===== config.mk =====
export PLATFORM = sky130hd
export DESIGN_NAME = barrier_mode_ctrl
export DESIGN_NICKNAME = d
export VERILOG_FILES = /design/src/hdl/barrier_pkg.sv /design/src/hdl/barrier_mode_ctrl.sv
export VERILOG_INCLUDE_DIRS = /design/src /design/src/hdl
export SDC_FILE = /design/constraint.sdc
export NUM_CORES = 1
export LEC_CHECK = 0
export BUFFER_PORTS_ARGS = -buffer_cell sky130_fd_sc_hd__buf_2
export CORE_ASPECT_RATIO = 1.25
export CORE_MARGIN = 5
export CORE_UTILIZATION = 45
export DETAILED_ROUTE_END_ITERATION = 12
export PLACE_DENSITY = 0.66
export SLEW_MARGIN = 20
export SYNTH_ARGS = -nofsm -noshare
export SYNTH_HDL_FRONTEND = slang
export SYNTH_SLANG_ARGS = --single-unit

===== constraint.sdc =====
create_clock -name clk -period 4 [get_ports clk]
set_clock_uncertainty 0.15 [all_clocks]
set_input_delay 0.8 -clock clk [delete_from_list [all_inputs] [get_ports clk]]
set_output_delay 0.8 -clock clk [all_outputs]
set_load 0.005 [all_outputs]

===== src/hdl/barrier_consts.svh =====
`ifndef BARRIER_CONSTS_SVH
`define BARRIER_CONSTS_SVH

// =============================================
// Timing
`define CLK_PERIOD_NS 4
`define TICK_MS 100
`define TICK_CYCLES ((`TICK_MS * 1000000) / `CLK_PERIOD_NS)
`define CLOSE_DELAY_MS 4000
`define EMG_YELLOW_MS 3000
`define MODE_YELLOW_MS 2000
`define FLASH_MS 1000
`define HORN_S 10

// =============================================
// Register map (byte offsets)
`define REG_CFG 4'h0
`define REG_HORN 4'h4
`define REG_STATUS 4'h8

// =============================================
// Configuration fields and reset values
`define CFG_RST_BEACON 0
`define CFG_TL_BEACON 1
`define CFG_MULTI 2
`define CFG_SPAN 3
`define CFG_W 4
`define CFG_RESET 4'h0
`define HORN_RESET 8'h0a
`define STAT_W 9

// =============================================
// Bus responses
`define RESP_OKAY 2'h0
`define RESP_SLVERR 2'h2

`endif


===== src/hdl/barrier_pkg.sv =====
package barrier_pkg;

    typedef enum logic [1:0] {
        MODE_EMG = 2'b00,
        MODE_TEST = 2'b01,
        MODE_LOCAL = 2'b10
    } mode_t;

    typedef enum logic [1:0] {
        HEAD_DARK = 2'b00,
        HEAD_YELLOW = 2'b01,
        HEAD_RED = 2'b10
    } head_t;

    typedef enum logic [1:0] {
        SEQ_IDLE = 2'b00,
        SEQ_DELAY = 2'b01,
        SEQ_HOLD = 2'b10,
        SEQ_CLOSED = 2'b11
    } seq_t;

endpackage


===== src/hdl/barrier_mode_ctrl.sv =====
`timescale 1ns/1ps
`include "barrier_consts.svh"

// Notes on behaviour
// RULE_01: Emergency mode arms closure and ignores master and local open/close switches.
// RULE_02: Emergency mode with barrier open keeps the signal head dark.
// RULE_03: Emergency closure starts four seconds after the trigger.
// RULE_04: Warning beacons come on at once when a trigger is seen.
// RULE_05: During the delay the head shows yellow three seconds, then alternating red.
// RULE_06: In-pavement lights are on exactly while the head shows red.
// RULE_07: After the delay, energize emergency close only while both detectors are clear.
// RULE_08: Occupied detector latches the close request; deploy when clear unless cleared.
// RULE_09: Horn sounds for a programmable time, ten seconds by default.
// RULE_10: After activation all station lamps steady red, pressed station flashes.
// RULE_11: After activation all operating commands are refused until the latch clear.
// RULE_12: Latch clear drops the close request and optionally the beacons.
// RULE_13: Head goes dark only with barrier open and selector back in emergency mode.
// RULE_14: Test mode takes master switches, ignores local switches and all triggers.
// RULE_15: Barrier spanning both directions loses emergency capability in test mode.
// RULE_16: Entering test mode runs two seconds yellow, then alternating red.
// RULE_17: Test moves are allowed once red flashes; red holds until dark conditions.
// RULE_18: Beacons stay off in test and local modes unless configured on.
// RULE_19: Local mode ignores master switches and triggers; spanning barrier loses emergency.
// RULE_20: Local panel switches act only with the local key switch at local.
// RULE_21: Single-barrier local entry runs yellow then red; moves only once red flashes.
// RULE_22: Multi-barrier local entry leaves head unchanged, pavement lights and beacons off.
// RULE_23: Red lamps and indicators alternate from a parameterised one-second phase.
module barrier_mode_ctrl #(
    parameter int N = 4,
    parameter int TICK_CYCLES = `TICK_CYCLES
) (
    input wire logic clk,
    input wire logic rst_b,
    input wire logic [1:0] selMode,
    input wire logic farDirNotEmg,
    input wire logic masterOpen,
    input wire logic masterClose,
    input wire logic localKey,
    input wire logic localOpen,
    input wire logic localClose,
    input wire logic [N-1:0] trigBtn,
    input wire logic latchClear,
    input wire logic presenceFront,
    input wire logic presenceBack,
    input wire logic barrierOpen,
    output logic openCmd,
    output logic closeCmd,
    output logic emergencyClose,
    output logic headYellow,
    output logic headRedA,
    output logic headRedB,
    output logic pavementLights,
    output logic beacons,
    output logic horn,
    output logic [N-1:0] stationLamp,
    input wire logic [3:0] s_axi_awaddr,
    input wire logic s_axi_awvalid,
    output logic s_axi_awready,
    input wire logic [31:0] s_axi_wdata,
    input wire logic [3:0] s_axi_wstrb,
    input wire logic s_axi_wvalid,
    output logic s_axi_wready,
    output logic [1:0] s_axi_bresp,
    output logic s_axi_bvalid,
    input wire logic s_axi_bready,
    input wire logic [3:0] s_axi_araddr,
    input wire logic s_axi_arvalid,
    output logic s_axi_arready,
    output logic [31:0] s_axi_rdata,
    output logic [1:0] s_axi_rresp,
    output logic s_axi_rvalid,
    input wire logic s_axi_rready
);

    localparam int TW = $clog2(TICK_CYCLES);
    localparam int DLY = `CLOSE_DELAY_MS / `TICK_MS;
    localparam int EYEL = `EMG_YELLOW_MS / `TICK_MS;
    localparam int MYEL = `MODE_YELLOW_MS / `TICK_MS;
    localparam int FLSH = `FLASH_MS / `TICK_MS;

    generate
        if (N < 1 || N > 16 || TICK_CYCLES < 2) begin : g_bad
            $error("barrier_mode_ctrl: unsupported parameters");
        end
    endgenerate

    typedef struct packed {
        logic [TW-1:0] tickCnt;
        logic [3:0] flashCnt;
        logic phase;
        barrier_pkg::head_t head;
        logic [7:0] headTmr;
        barrier_pkg::seq_t seq;
        logic [7:0] seqTmr;
        logic [11:0] hornTmr;
        logic beaconLatch;
        logic [N-1:0] trigPrev;
        logic [N-1:0] pressed;
        logic [`CFG_W-1:0] cfg;
        logic [7:0] hornSec;
        logic awHave;
        logic [3:0] awAddr;
        logic wHave;
        logic [31:0] wData;
        logic [3:0] wStrb;
        logic awRdy;
        logic wRdy;
        logic bValid;
        logic [1:0] bResp;
        logic arRdy;
        logic rValid;
        logic [31:0] rData;
        logic [1:0] rResp;
        logic openCmd;
        logic closeCmd;
        logic emClose;
        logic yel;
        logic redA;
        logic redB;
        logic pave;
        logic beacon;
        logic horn;
        logic [N-1:0] lamp;
    } st_t;

    st_t st_r;
    st_t st_nxt;
    logic tick;
    logic start;
    logic armed;
    logic multi;
    logic clear;

    // =============================================
    // Mode decode and trigger detection
    assign tick = (st_r.tickCnt == TW'(TICK_CYCLES - 1));
    assign multi = st_r.cfg[`CFG_MULTI];
    assign clear = !presenceFront && !presenceBack;
    // Span disarms when the other direction leaves emergency
    assign armed = (selMode == barrier_pkg::MODE_EMG)
        && !(st_r.cfg[`CFG_SPAN] && farDirNotEmg); // [RULE_01] [RULE_15] [RULE_19]
    assign start = armed && (st_r.seq == barrier_pkg::SEQ_IDLE)
        && |(trigBtn & ~st_r.trigPrev); // [RULE_14]

    // =============================================
    // Next state
    always_comb begin
        logic movOk;
        logic red;
        logic wrOk;
        movOk = 1'b0;
        red = 1'b0;
        wrOk = 1'b0;
        st_nxt = st_r;
        st_nxt.trigPrev = trigBtn;

        // One tick per 100 ms; flash phase toggles every FLSH ticks
        st_nxt.tickCnt = tick ? '0 : st_r.tickCnt + 1'b1;
        if (tick) begin
            if (st_r.flashCnt == 4'(FLSH - 1)) begin
                st_nxt.flashCnt = '0;
                st_nxt.phase = !st_r.phase; // [RULE_23]
            end else begin
                st_nxt.flashCnt = st_r.flashCnt + 1'b1;
            end
        end

        // Emergency sequence
        case (st_r.seq)
            barrier_pkg::SEQ_IDLE: begin
                if (start) begin
                    st_nxt.seq = barrier_pkg::SEQ_DELAY;
                    st_nxt.seqTmr = '0;
                    st_nxt.pressed = trigBtn & ~st_r.trigPrev;
                    st_nxt.beaconLatch = 1'b1; // [RULE_04]
                    st_nxt.hornTmr = 12'(st_r.hornSec * 4'd10); // [RULE_09]
                end
            end
            barrier_pkg::SEQ_DELAY: begin
                if (tick) begin
                    st_nxt.seqTmr = st_r.seqTmr + 1'b1;
                end
                if (tick && st_r.seqTmr == 8'(DLY - 1)) begin // [RULE_03]
                    if (clear) begin
                        st_nxt.seq = barrier_pkg::SEQ_CLOSED;
                        st_nxt.emClose = 1'b1; // [RULE_07]
                    end else begin
                        st_nxt.seq = barrier_pkg::SEQ_HOLD; // [RULE_08]
                    end
                end
            end
            barrier_pkg::SEQ_HOLD: begin
                if (clear) begin
                    st_nxt.seq = barrier_pkg::SEQ_CLOSED;
                    st_nxt.emClose = 1'b1; // [RULE_08]
                end
            end
            barrier_pkg::SEQ_CLOSED: begin
            end
            default: st_nxt.seq = barrier_pkg::SEQ_IDLE;
        endcase
        // Clear comes last so it beats a same-cycle deploy
        if (latchClear && st_r.seq != barrier_pkg::SEQ_IDLE) begin
            st_nxt.seq = barrier_pkg::SEQ_IDLE;
            st_nxt.emClose = 1'b0; // [RULE_12]
            st_nxt.pressed = '0;
            if (st_r.cfg[`CFG_RST_BEACON]) begin
                st_nxt.beaconLatch = 1'b0; // [RULE_12]
            end
        end
        if (tick && st_r.hornTmr != '0 && !start) begin
            st_nxt.hornTmr = st_r.hornTmr - 1'b1;
        end

        // Signal head
        case (st_r.head)
            barrier_pkg::HEAD_DARK: begin
                if (start || selMode == barrier_pkg::MODE_TEST
                    || (selMode == barrier_pkg::MODE_LOCAL && !multi)) begin // [RULE_16] [RULE_21] [RULE_22]
                    st_nxt.head = barrier_pkg::HEAD_YELLOW;
                    st_nxt.headTmr = '0;
                end
            end
            barrier_pkg::HEAD_YELLOW: begin
                if (tick) begin
                    st_nxt.headTmr = st_r.headTmr + 1'b1;
                    // Emergency runs use the longer yellow
                    if (st_r.headTmr == ((st_r.seq != barrier_pkg::SEQ_IDLE) ? 8'(EYEL - 1) : 8'(MYEL - 1))) begin
                        st_nxt.head = barrier_pkg::HEAD_RED; // [RULE_05] [RULE_16]
                    end
                end
            end
            barrier_pkg::HEAD_RED: begin
                if (selMode == barrier_pkg::MODE_EMG && barrierOpen
                    && st_r.seq == barrier_pkg::SEQ_IDLE) begin
                    st_nxt.head = barrier_pkg::HEAD_DARK; // [RULE_13] [RULE_17]
                end
            end
            default: st_nxt.head = barrier_pkg::HEAD_DARK;
        endcase
        if (st_nxt.head == barrier_pkg::HEAD_DARK) begin
            st_nxt.beaconLatch = 1'b0;
        end
        if (start) begin
            st_nxt.beaconLatch = 1'b1; // [RULE_04]
        end

        // Operating commands
        st_nxt.openCmd = 1'b0;
        st_nxt.closeCmd = 1'b0;
        if (st_r.seq == barrier_pkg::SEQ_IDLE) begin // [RULE_11]
            if (selMode == barrier_pkg::MODE_TEST) begin
                movOk = (st_r.head == barrier_pkg::HEAD_RED); // [RULE_17]
                st_nxt.openCmd = movOk && masterOpen; // [RULE_14]
                st_nxt.closeCmd = movOk && masterClose && !masterOpen;
            end else if (selMode == barrier_pkg::MODE_LOCAL) begin
                movOk = localKey && (multi || st_r.head == barrier_pkg::HEAD_RED); // [RULE_20] [RULE_21]
                st_nxt.openCmd = movOk && localOpen; // [RULE_19]
                st_nxt.closeCmd = movOk && localClose && !localOpen;
            end
        end

        // Lamp outputs follow the next state so each sits in a flop
        red = (st_nxt.head == barrier_pkg::HEAD_RED);
        st_nxt.yel = (st_nxt.head == barrier_pkg::HEAD_YELLOW); // [RULE_02]
        st_nxt.redA = red && st_nxt.phase; // [RULE_05] [RULE_23]
        st_nxt.redB = red && !st_nxt.phase;
        st_nxt.pave = red; // [RULE_06]
        st_nxt.beacon = st_nxt.beaconLatch
            || (st_r.cfg[`CFG_TL_BEACON] && red && st_nxt.seq == barrier_pkg::SEQ_IDLE
                && (selMode == barrier_pkg::MODE_TEST
                    || (selMode == barrier_pkg::MODE_LOCAL && !multi))); // [RULE_18] [RULE_22]
        st_nxt.horn = (st_nxt.hornTmr != '0); // [RULE_09]
        st_nxt.lamp = (st_nxt.seq != barrier_pkg::SEQ_IDLE)
            ? (~st_nxt.pressed | {N{st_nxt.phase}}) : '0; // [RULE_10]

        // =============================================
        // AXI4-Lite slave: address and data taken in either order
        if (s_axi_awvalid && st_r.awRdy) begin
            st_nxt.awHave = 1'b1;
            st_nxt.awAddr = s_axi_awaddr;
        end
        if (s_axi_wvalid && st_r.wRdy) begin
            st_nxt.wHave = 1'b1;
            st_nxt.wData = s_axi_wdata;
            st_nxt.wStrb = s_axi_wstrb;
        end
        if (st_r.bValid && s_axi_bready) begin
            st_nxt.bValid = 1'b0;
        end
        if (st_r.awHave && st_r.wHave && !st_r.bValid) begin
            st_nxt.awHave = 1'b0;
            st_nxt.wHave = 1'b0;
            st_nxt.bValid = 1'b1;
            wrOk = 1'b1;
            if (st_r.awAddr[3:2] == `REG_CFG >> 2) begin
                if (st_r.wStrb[0]) begin
                    st_nxt.cfg = st_r.wData[`CFG_W-1:0];
                end
            end else if (st_r.awAddr[3:2] == `REG_HORN >> 2) begin
                if (st_r.wStrb[0]) begin
                    st_nxt.hornSec = st_r.wData[7:0];
                end
            end else begin
                wrOk = 1'b0;
            end
            st_nxt.bResp = wrOk ? `RESP_OKAY : `RESP_SLVERR;
        end
        st_nxt.awRdy = !st_nxt.awHave;
        st_nxt.wRdy = !st_nxt.wHave;

        if (st_r.rValid && s_axi_rready) begin
            st_nxt.rValid = 1'b0;
        end
        if (s_axi_arvalid && st_r.arRdy) begin
            st_nxt.rValid = 1'b1;
            st_nxt.rResp = `RESP_OKAY;
            case (s_axi_araddr[3:2])
                `REG_CFG >> 2: st_nxt.rData = {{(32 - `CFG_W){1'b0}}, st_r.cfg};
                `REG_HORN >> 2: st_nxt.rData = {24'h0, st_r.hornSec};
                `REG_STATUS >> 2: st_nxt.rData = {{(32 - `STAT_W){1'b0}}, st_r.horn,
                    st_r.beacon, st_r.emClose, selMode, st_r.head, st_r.seq};
                default: begin
                    st_nxt.rData = 32'h0;
                    st_nxt.rResp = `RESP_SLVERR;
                end
            endcase
        end
        st_nxt.arRdy = !st_nxt.rValid;
    end

    always_ff @(posedge clk or negedge rst_b) begin
        if (!rst_b) begin
            st_r <= '0;
            st_r.cfg <= `CFG_RESET;
            st_r.hornSec <= `HORN_RESET;
            st_r.awRdy <= 1'b1;
            st_r.wRdy <= 1'b1;
            st_r.arRdy <= 1'b1;
        end else begin
            st_r <= st_nxt;
        end
    end

    // =============================================
    // Outputs
    assign openCmd = st_r.openCmd;
    assign closeCmd = st_r.closeCmd;
    assign emergencyClose = st_r.emClose;
    assign headYellow = st_r.yel;
    assign headRedA = st_r.redA;
    assign headRedB = st_r.redB;
    assign pavementLights = st_r.pave;
    assign beacons = st_r.beacon;
    assign horn = st_r.horn;
    assign stationLamp = st_r.lamp;
    assign s_axi_awready = st_r.awRdy;
    assign s_axi_wready = st_r.wRdy;
    assign s_axi_bvalid = st_r.bValid;
    assign s_axi_bresp = st_r.bResp;
    assign s_axi_arready = st_r.arRdy;
    assign s_axi_rvalid = st_r.rValid;
    assign s_axi_rdata = st_r.rData;
    assign s_axi_rresp = st_r.rResp;
endmodule


# Yosys cells after proc, flatten, opt, wreduce, memory -nomap -nowiden
# Index checks and enable logic that the tools add are counted.
dict set report totals {
  regBits 179
  latchBits 0
  mem_bits_rw 0
  rom_bits 0
  inputBits 67
  out_inout_bits 54
  memories 0
}
dict set report classes {
  n_addsub 5
  multipliers 1
  div_mod_pow 0
  order_cmp 0
  n_eq_ne 20
  shift 0
  muxes 50
  bitwise_logic 5
  n_reduce_logical 71
}
# op count
set op_table {}
lappend op_table {{$mux W37} 1}
lappend op_table {{$mux W35} 1}
lappend op_table {{$pmux W8 S2} 2}
lappend op_table {{$logic_and A1 B1 Y1} 31}
lappend op_table {{$pmux W9 S3} 1}
lappend op_table {{$add A25 B1 Y25 const B} 1}
lappend op_table {{$eq A25 B25 Y1 const B} 1}
lappend op_table {{$mux W25} 1}
lappend op_table {{$mux W4} 6}
lappend op_table {{$reduce_bool A12 Y1} 2}
lappend op_table {{$mux W23} 1}
lappend op_table {{$mux W10} 2}
lappend op_table {{$mux W2} 10}
lappend op_table {{$mux W1} 17}
lappend op_table {{$add A8 B1 Y8 const B} 2}
lappend op_table {{$logic_not A2 Y1} 7}
lappend op_table {{$logic_not A1 Y1} 13}
lappend op_table {{$mux W13} 1}
lappend op_table {{$eq A2 B1 Y1 const B} 6}
lappend op_table {{$mux W12} 1}
lappend op_table {{$pmux W2 S3} 2}
lappend op_table {{$sub A12 B1 Y12 const B} 1}
lappend op_table {{$mul A8 B3 Y11 const B} 1}
lappend op_table {{$eq A2 B2 Y1 const B} 5}
lappend op_table {{22 further kinds} 36}

# Depth between registers and ports, before layout
dict set report depth {
  ltp_word 14
  depth_mapped 12
  mapped_depth_nobuf 12
}

# Worst setup path after synthesis
# OpenSTA, ideal clock, no wires.
dict set report synth_path {
  kind {input -> register}
  startpoint {input selMode[1]}
  endpoint {register st_r[143] (netlist name)}
  arrival_time_ns 2.279
  t_required_ns 3.722
  slack_ns 1.442
  stages 8
  cell_sequence {nor4_2 > nand2_1 > a41o_1 > buf_2 > a21o_1 > o21bai_1 > o21ai_0 > o31ai_1}
}
dict set report synth_between {
  elab_chain_cells 8
}
# item line_no
set synth_lines {}
lappend synth_lines {{start, declared} barrier_mode_ctrl.sv:34} ;# input wire logic [1:0] selMode,
lappend synth_lines {{$logic_not A2 Y1} barrier_mode_ctrl.sv:140} ;# assign armed = (selMode == barrier_pkg::MODE_EMG)
lappend synth_lines {{$logic_and A1 B1 Y1} barrier_mode_ctrl.sv:140}
lappend synth_lines {{$logic_and A1 B1 Y1} barrier_mode_ctrl.sv:142} ;# assign start = armed && (st_r.seq == barrier_pkg::SEQ_IDLE)
lappend synth_lines {{$logic_and A1 B1 Y1} barrier_mode_ctrl.sv:143} ;# && |(trigBtn & ~st_r.trigPrev);
lappend synth_lines {{$logic_or A1 B1 Y1} barrier_mode_ctrl.sv:218} ;# if (start || selMode == barrier_pkg::MODE_TEST
lappend synth_lines {{$logic_or A1 B1 Y1 *} barrier_mode_ctrl.sv:219} ;# || (selMode == barrier_pkg::MODE_LOCAL && !multi)) begin
lappend synth_lines {{$ne A2 B2 Y1 (no line) *} n/a}
lappend synth_lines {{$reduce_and A3 Y1 (no line) *} n/a}
lappend synth_lines {{end signal, assigned} barrier_mode_ctrl.sv:341} ;# st_r <= st_nxt;
lappend synth_lines {{end, declared} barrier_mode_ctrl.sv:126} ;# st_t st_r;
# Every way passes the cells marked *; elsewhere a longest branch is shown, timed or not.
# A chain may end at the register's enable or synchronous reset.

==> reports/results.txt <==
slew at the pin closest to its max-slew limit = 0.8182 ns
Hold Violations, Final = 0
sequential share of the synthesized area = 0.4952
WS Path Type = reg2reg
GR Util met3 = 0.05317
cell internal pwr = 3.020 mW
Yosys reg bits = 125
CTS tree = yes
DRC errors left = 0
Synth top cells by count = dfrtp_1 (120), nor2_1 (63), nand2_1 (60), buf_4 (40), o21ai_0 (35)
n_diodes = 0
mean post-synth cell area = 10.24 um^2
drt pass-1 iters = 4
number of synthesized flops with an enable pin = 0
CP Cell Sequence = ha_1 > and3_1 > nand3_1 > nor3_2 > buf_4 > and4_1 > a21oi_1 > inv_1 > o211ai_1 > nand2_1 > a41o_1
startpoint class of the critical path = flop
Biggest register = st_r
unrepaired setup endpoints after global routing = no
Ports = 121
met2 Usage GRT = 0.2764
fin worst setup slack = 1.165 ns
mapped cell area = 0.006330 mm^2
total core area = 0.01381 mm^2
Worst Setup End Kind = flop
# hold bufs at CTS = 0
DR vias = 4518
PostCTS Resize Cnt = 0
post-synthesis cell type count = 65
postcts setup bufs = 0
CP max stage delay = 0.41 ns
Die Footprint = 0.01655 mm^2
worst vdd ir = 0.3850 mV
ranking of synthesized cells by area = dfrtp_1 (47%), buf_4 (4.7%), mux2_2 (4.4%)
crit-path max FO = 12
Initial Utilization = 0.4582
Slew Limit Fails = 0
clk slew on worst S/H paths = 0.06 ns
total gr overflow = 0
GR Util met1 = 0.1931
WP data arrival = 2.99 ns
beginning of the critical path = st_r[154]
Switching Fraction = 0.3053
Routed Antenna Nets = 0
Hold WC Path Type = reg2reg
drt initial violations = 263
CTS buffer count = 17
DIE WIDTH = 116.1 um
fillcell total = 1214
clock power share = 0.364
Rel. slew slack = 0.4545
status = finished, final reports clean
RePlAce Congestion = 0.8018
CP max stage cell = dfrtp_1
Clock Tree Buf Depth = 2
total of max-cap violations = 0
flop-to-flop setup slack = 1.16 ns
clock latency on the worst-skew pair = 0.42 ns
setup_tns = 0 ns
IO buf count = 64
async set-or-reset flop fraction in the synthesized netlist = 1.000
gr busiest metal = met2
max FFs per register = 95
initial antenna violation count = 0
DP Worst Slack = 0.8633 ns
Final setup viols = 0
Comb pwr share = 0.226
P&R area growth vs syn = 14.61%
cells after synthesis = 618
final worst path period need = 2.835 ns
fraction of the cycle the final worst path needs = 0.7089
Sink Count = 125
Avg WL per Cell = 15.19 um
Post-synth top flop = dfrtp_1
first-pass GRT wire length = 21.44 mm
htree depth = 4
Highest Clock Rate = 352.7 MHz
Switch Pwr = 1.327 mW
Flop pwr share = 0.410
top-count cell post-synth = dfrtp_1
Final #Nets = 759
num rows = 48
vias per cell = 5.241
pwr dens = 599.3 mW/mm^2
critical path required time = 4.15 ns
hold wc startpoint = s_axi_rdata[8]
clock root cell = clkbuf_16
cell taking the most area after synthesis = dfrtp_1
post-synth top area share = 0.4744
synth warn = 0
layout cells sized above 1 = 0.2154
Pleak = 3.410 nW
GRT Total Usage = 0.1649
Worst R2R Start = st_r[154]
vias in the first global route = 4570
Detail Placement HPWL = 9.624 mm
chip height = 142.6 um
final wirelength = 13.10 mm
largest net degree at the start of global routing = 65
metal layers:
layer,share of wire,vias to the layer above
li1,-,2180
met1,0.42,2220
met2,0.52,102
met3,0.043,16
met4,0.018,0
met5,0,-
power by group through the flow:
stage / clock network [mW] / registers (mW) / logic [mW]
floorplan: 0 / 1.73 / 0.795
global placement: 0 / 1.79 / 0.953
detailed placement: 0 / 1.80 / 0.989
CTS: 1.61 / 1.78 / 0.994
global route: 1.68 / 1.82 / 1.11
finish: 1.58 / 1.78 / 0.980
per-stage QoR:
step	total power, mW	area (um^2)	util	hold WS, ns	instances
after floorplan	2.522	6420	-	0.2825	642
after global placement	2.743	6643	0.4809	0.2963	830
after detailed placement	2.792	6643	0.4809	0.2999	830
after CTS	4.392	7254	0.5252	0.3139	862
after global routing	4.602	7254	0.5252	0.3373	862
final	4.347	7254	0.5252	0.3148	862
cells in the final DEF, fill, tap and decap left out, drive strengths merged, types with 23 or more instances in the layout:
cell type and instances:
a21oi 27, buf 68, conb 25, dfrtp 120, inv 23, mux2 25, nand2 60, nand3 23
nor2 63, o21ai 36, xor2 30
logic make-up after synthesis:
kind of cell / count (synthesis) / synth area share
simple gates: 224 / 0.1848
flops: 125 / 0.4952
compound gates: 100 / 0.09844
buf+inv: 74 / 0.06839
xor+xnor: 47 / 0.06503
mux: 29 / 0.05080
fa+ha+maj: 18 / 0.03677
other cells: 1 / 0.0005924
critical path: cells and delay by family, from the launching register on:
| family | cells | cell delay [ns] |
|---|---|---|
| DFF | 1 | 0.41 |
| buffers and inverters | 2 | 0.33 |
| AOI/OAI and AO/OA | 3 | 0.75 |
| adders and majority gates | 1 | 0.23 |
| and+or+nand+nor | 5 | 0.86 |
layout make-up:
cell class                 instances  area, um^2  area share
clock buffer                      17       425.4     0.05864
clock inverter                    15       186.4     0.02570
inverter                          19       71.32    0.009831
multi-input combinational        443        2853      0.3932
sequential                       125        3134      0.4320
tap                              175       219.0     0.03018
timing repair buffer              68       365.4     0.05036
path summary, 6_finish.rpt:
check | end | depth (start not counted)
max | beacons | 11
min | s_axi_rdata[8] | 2
max reg2reg | beacons | 11
min reg2reg | s_axi_rdata[8] | 2
max in group asynchronous | st_r[97] | 2
min in group asynchronous | st_r[167] | 1
Note: power is estimated with default switching activity, not from simulation.
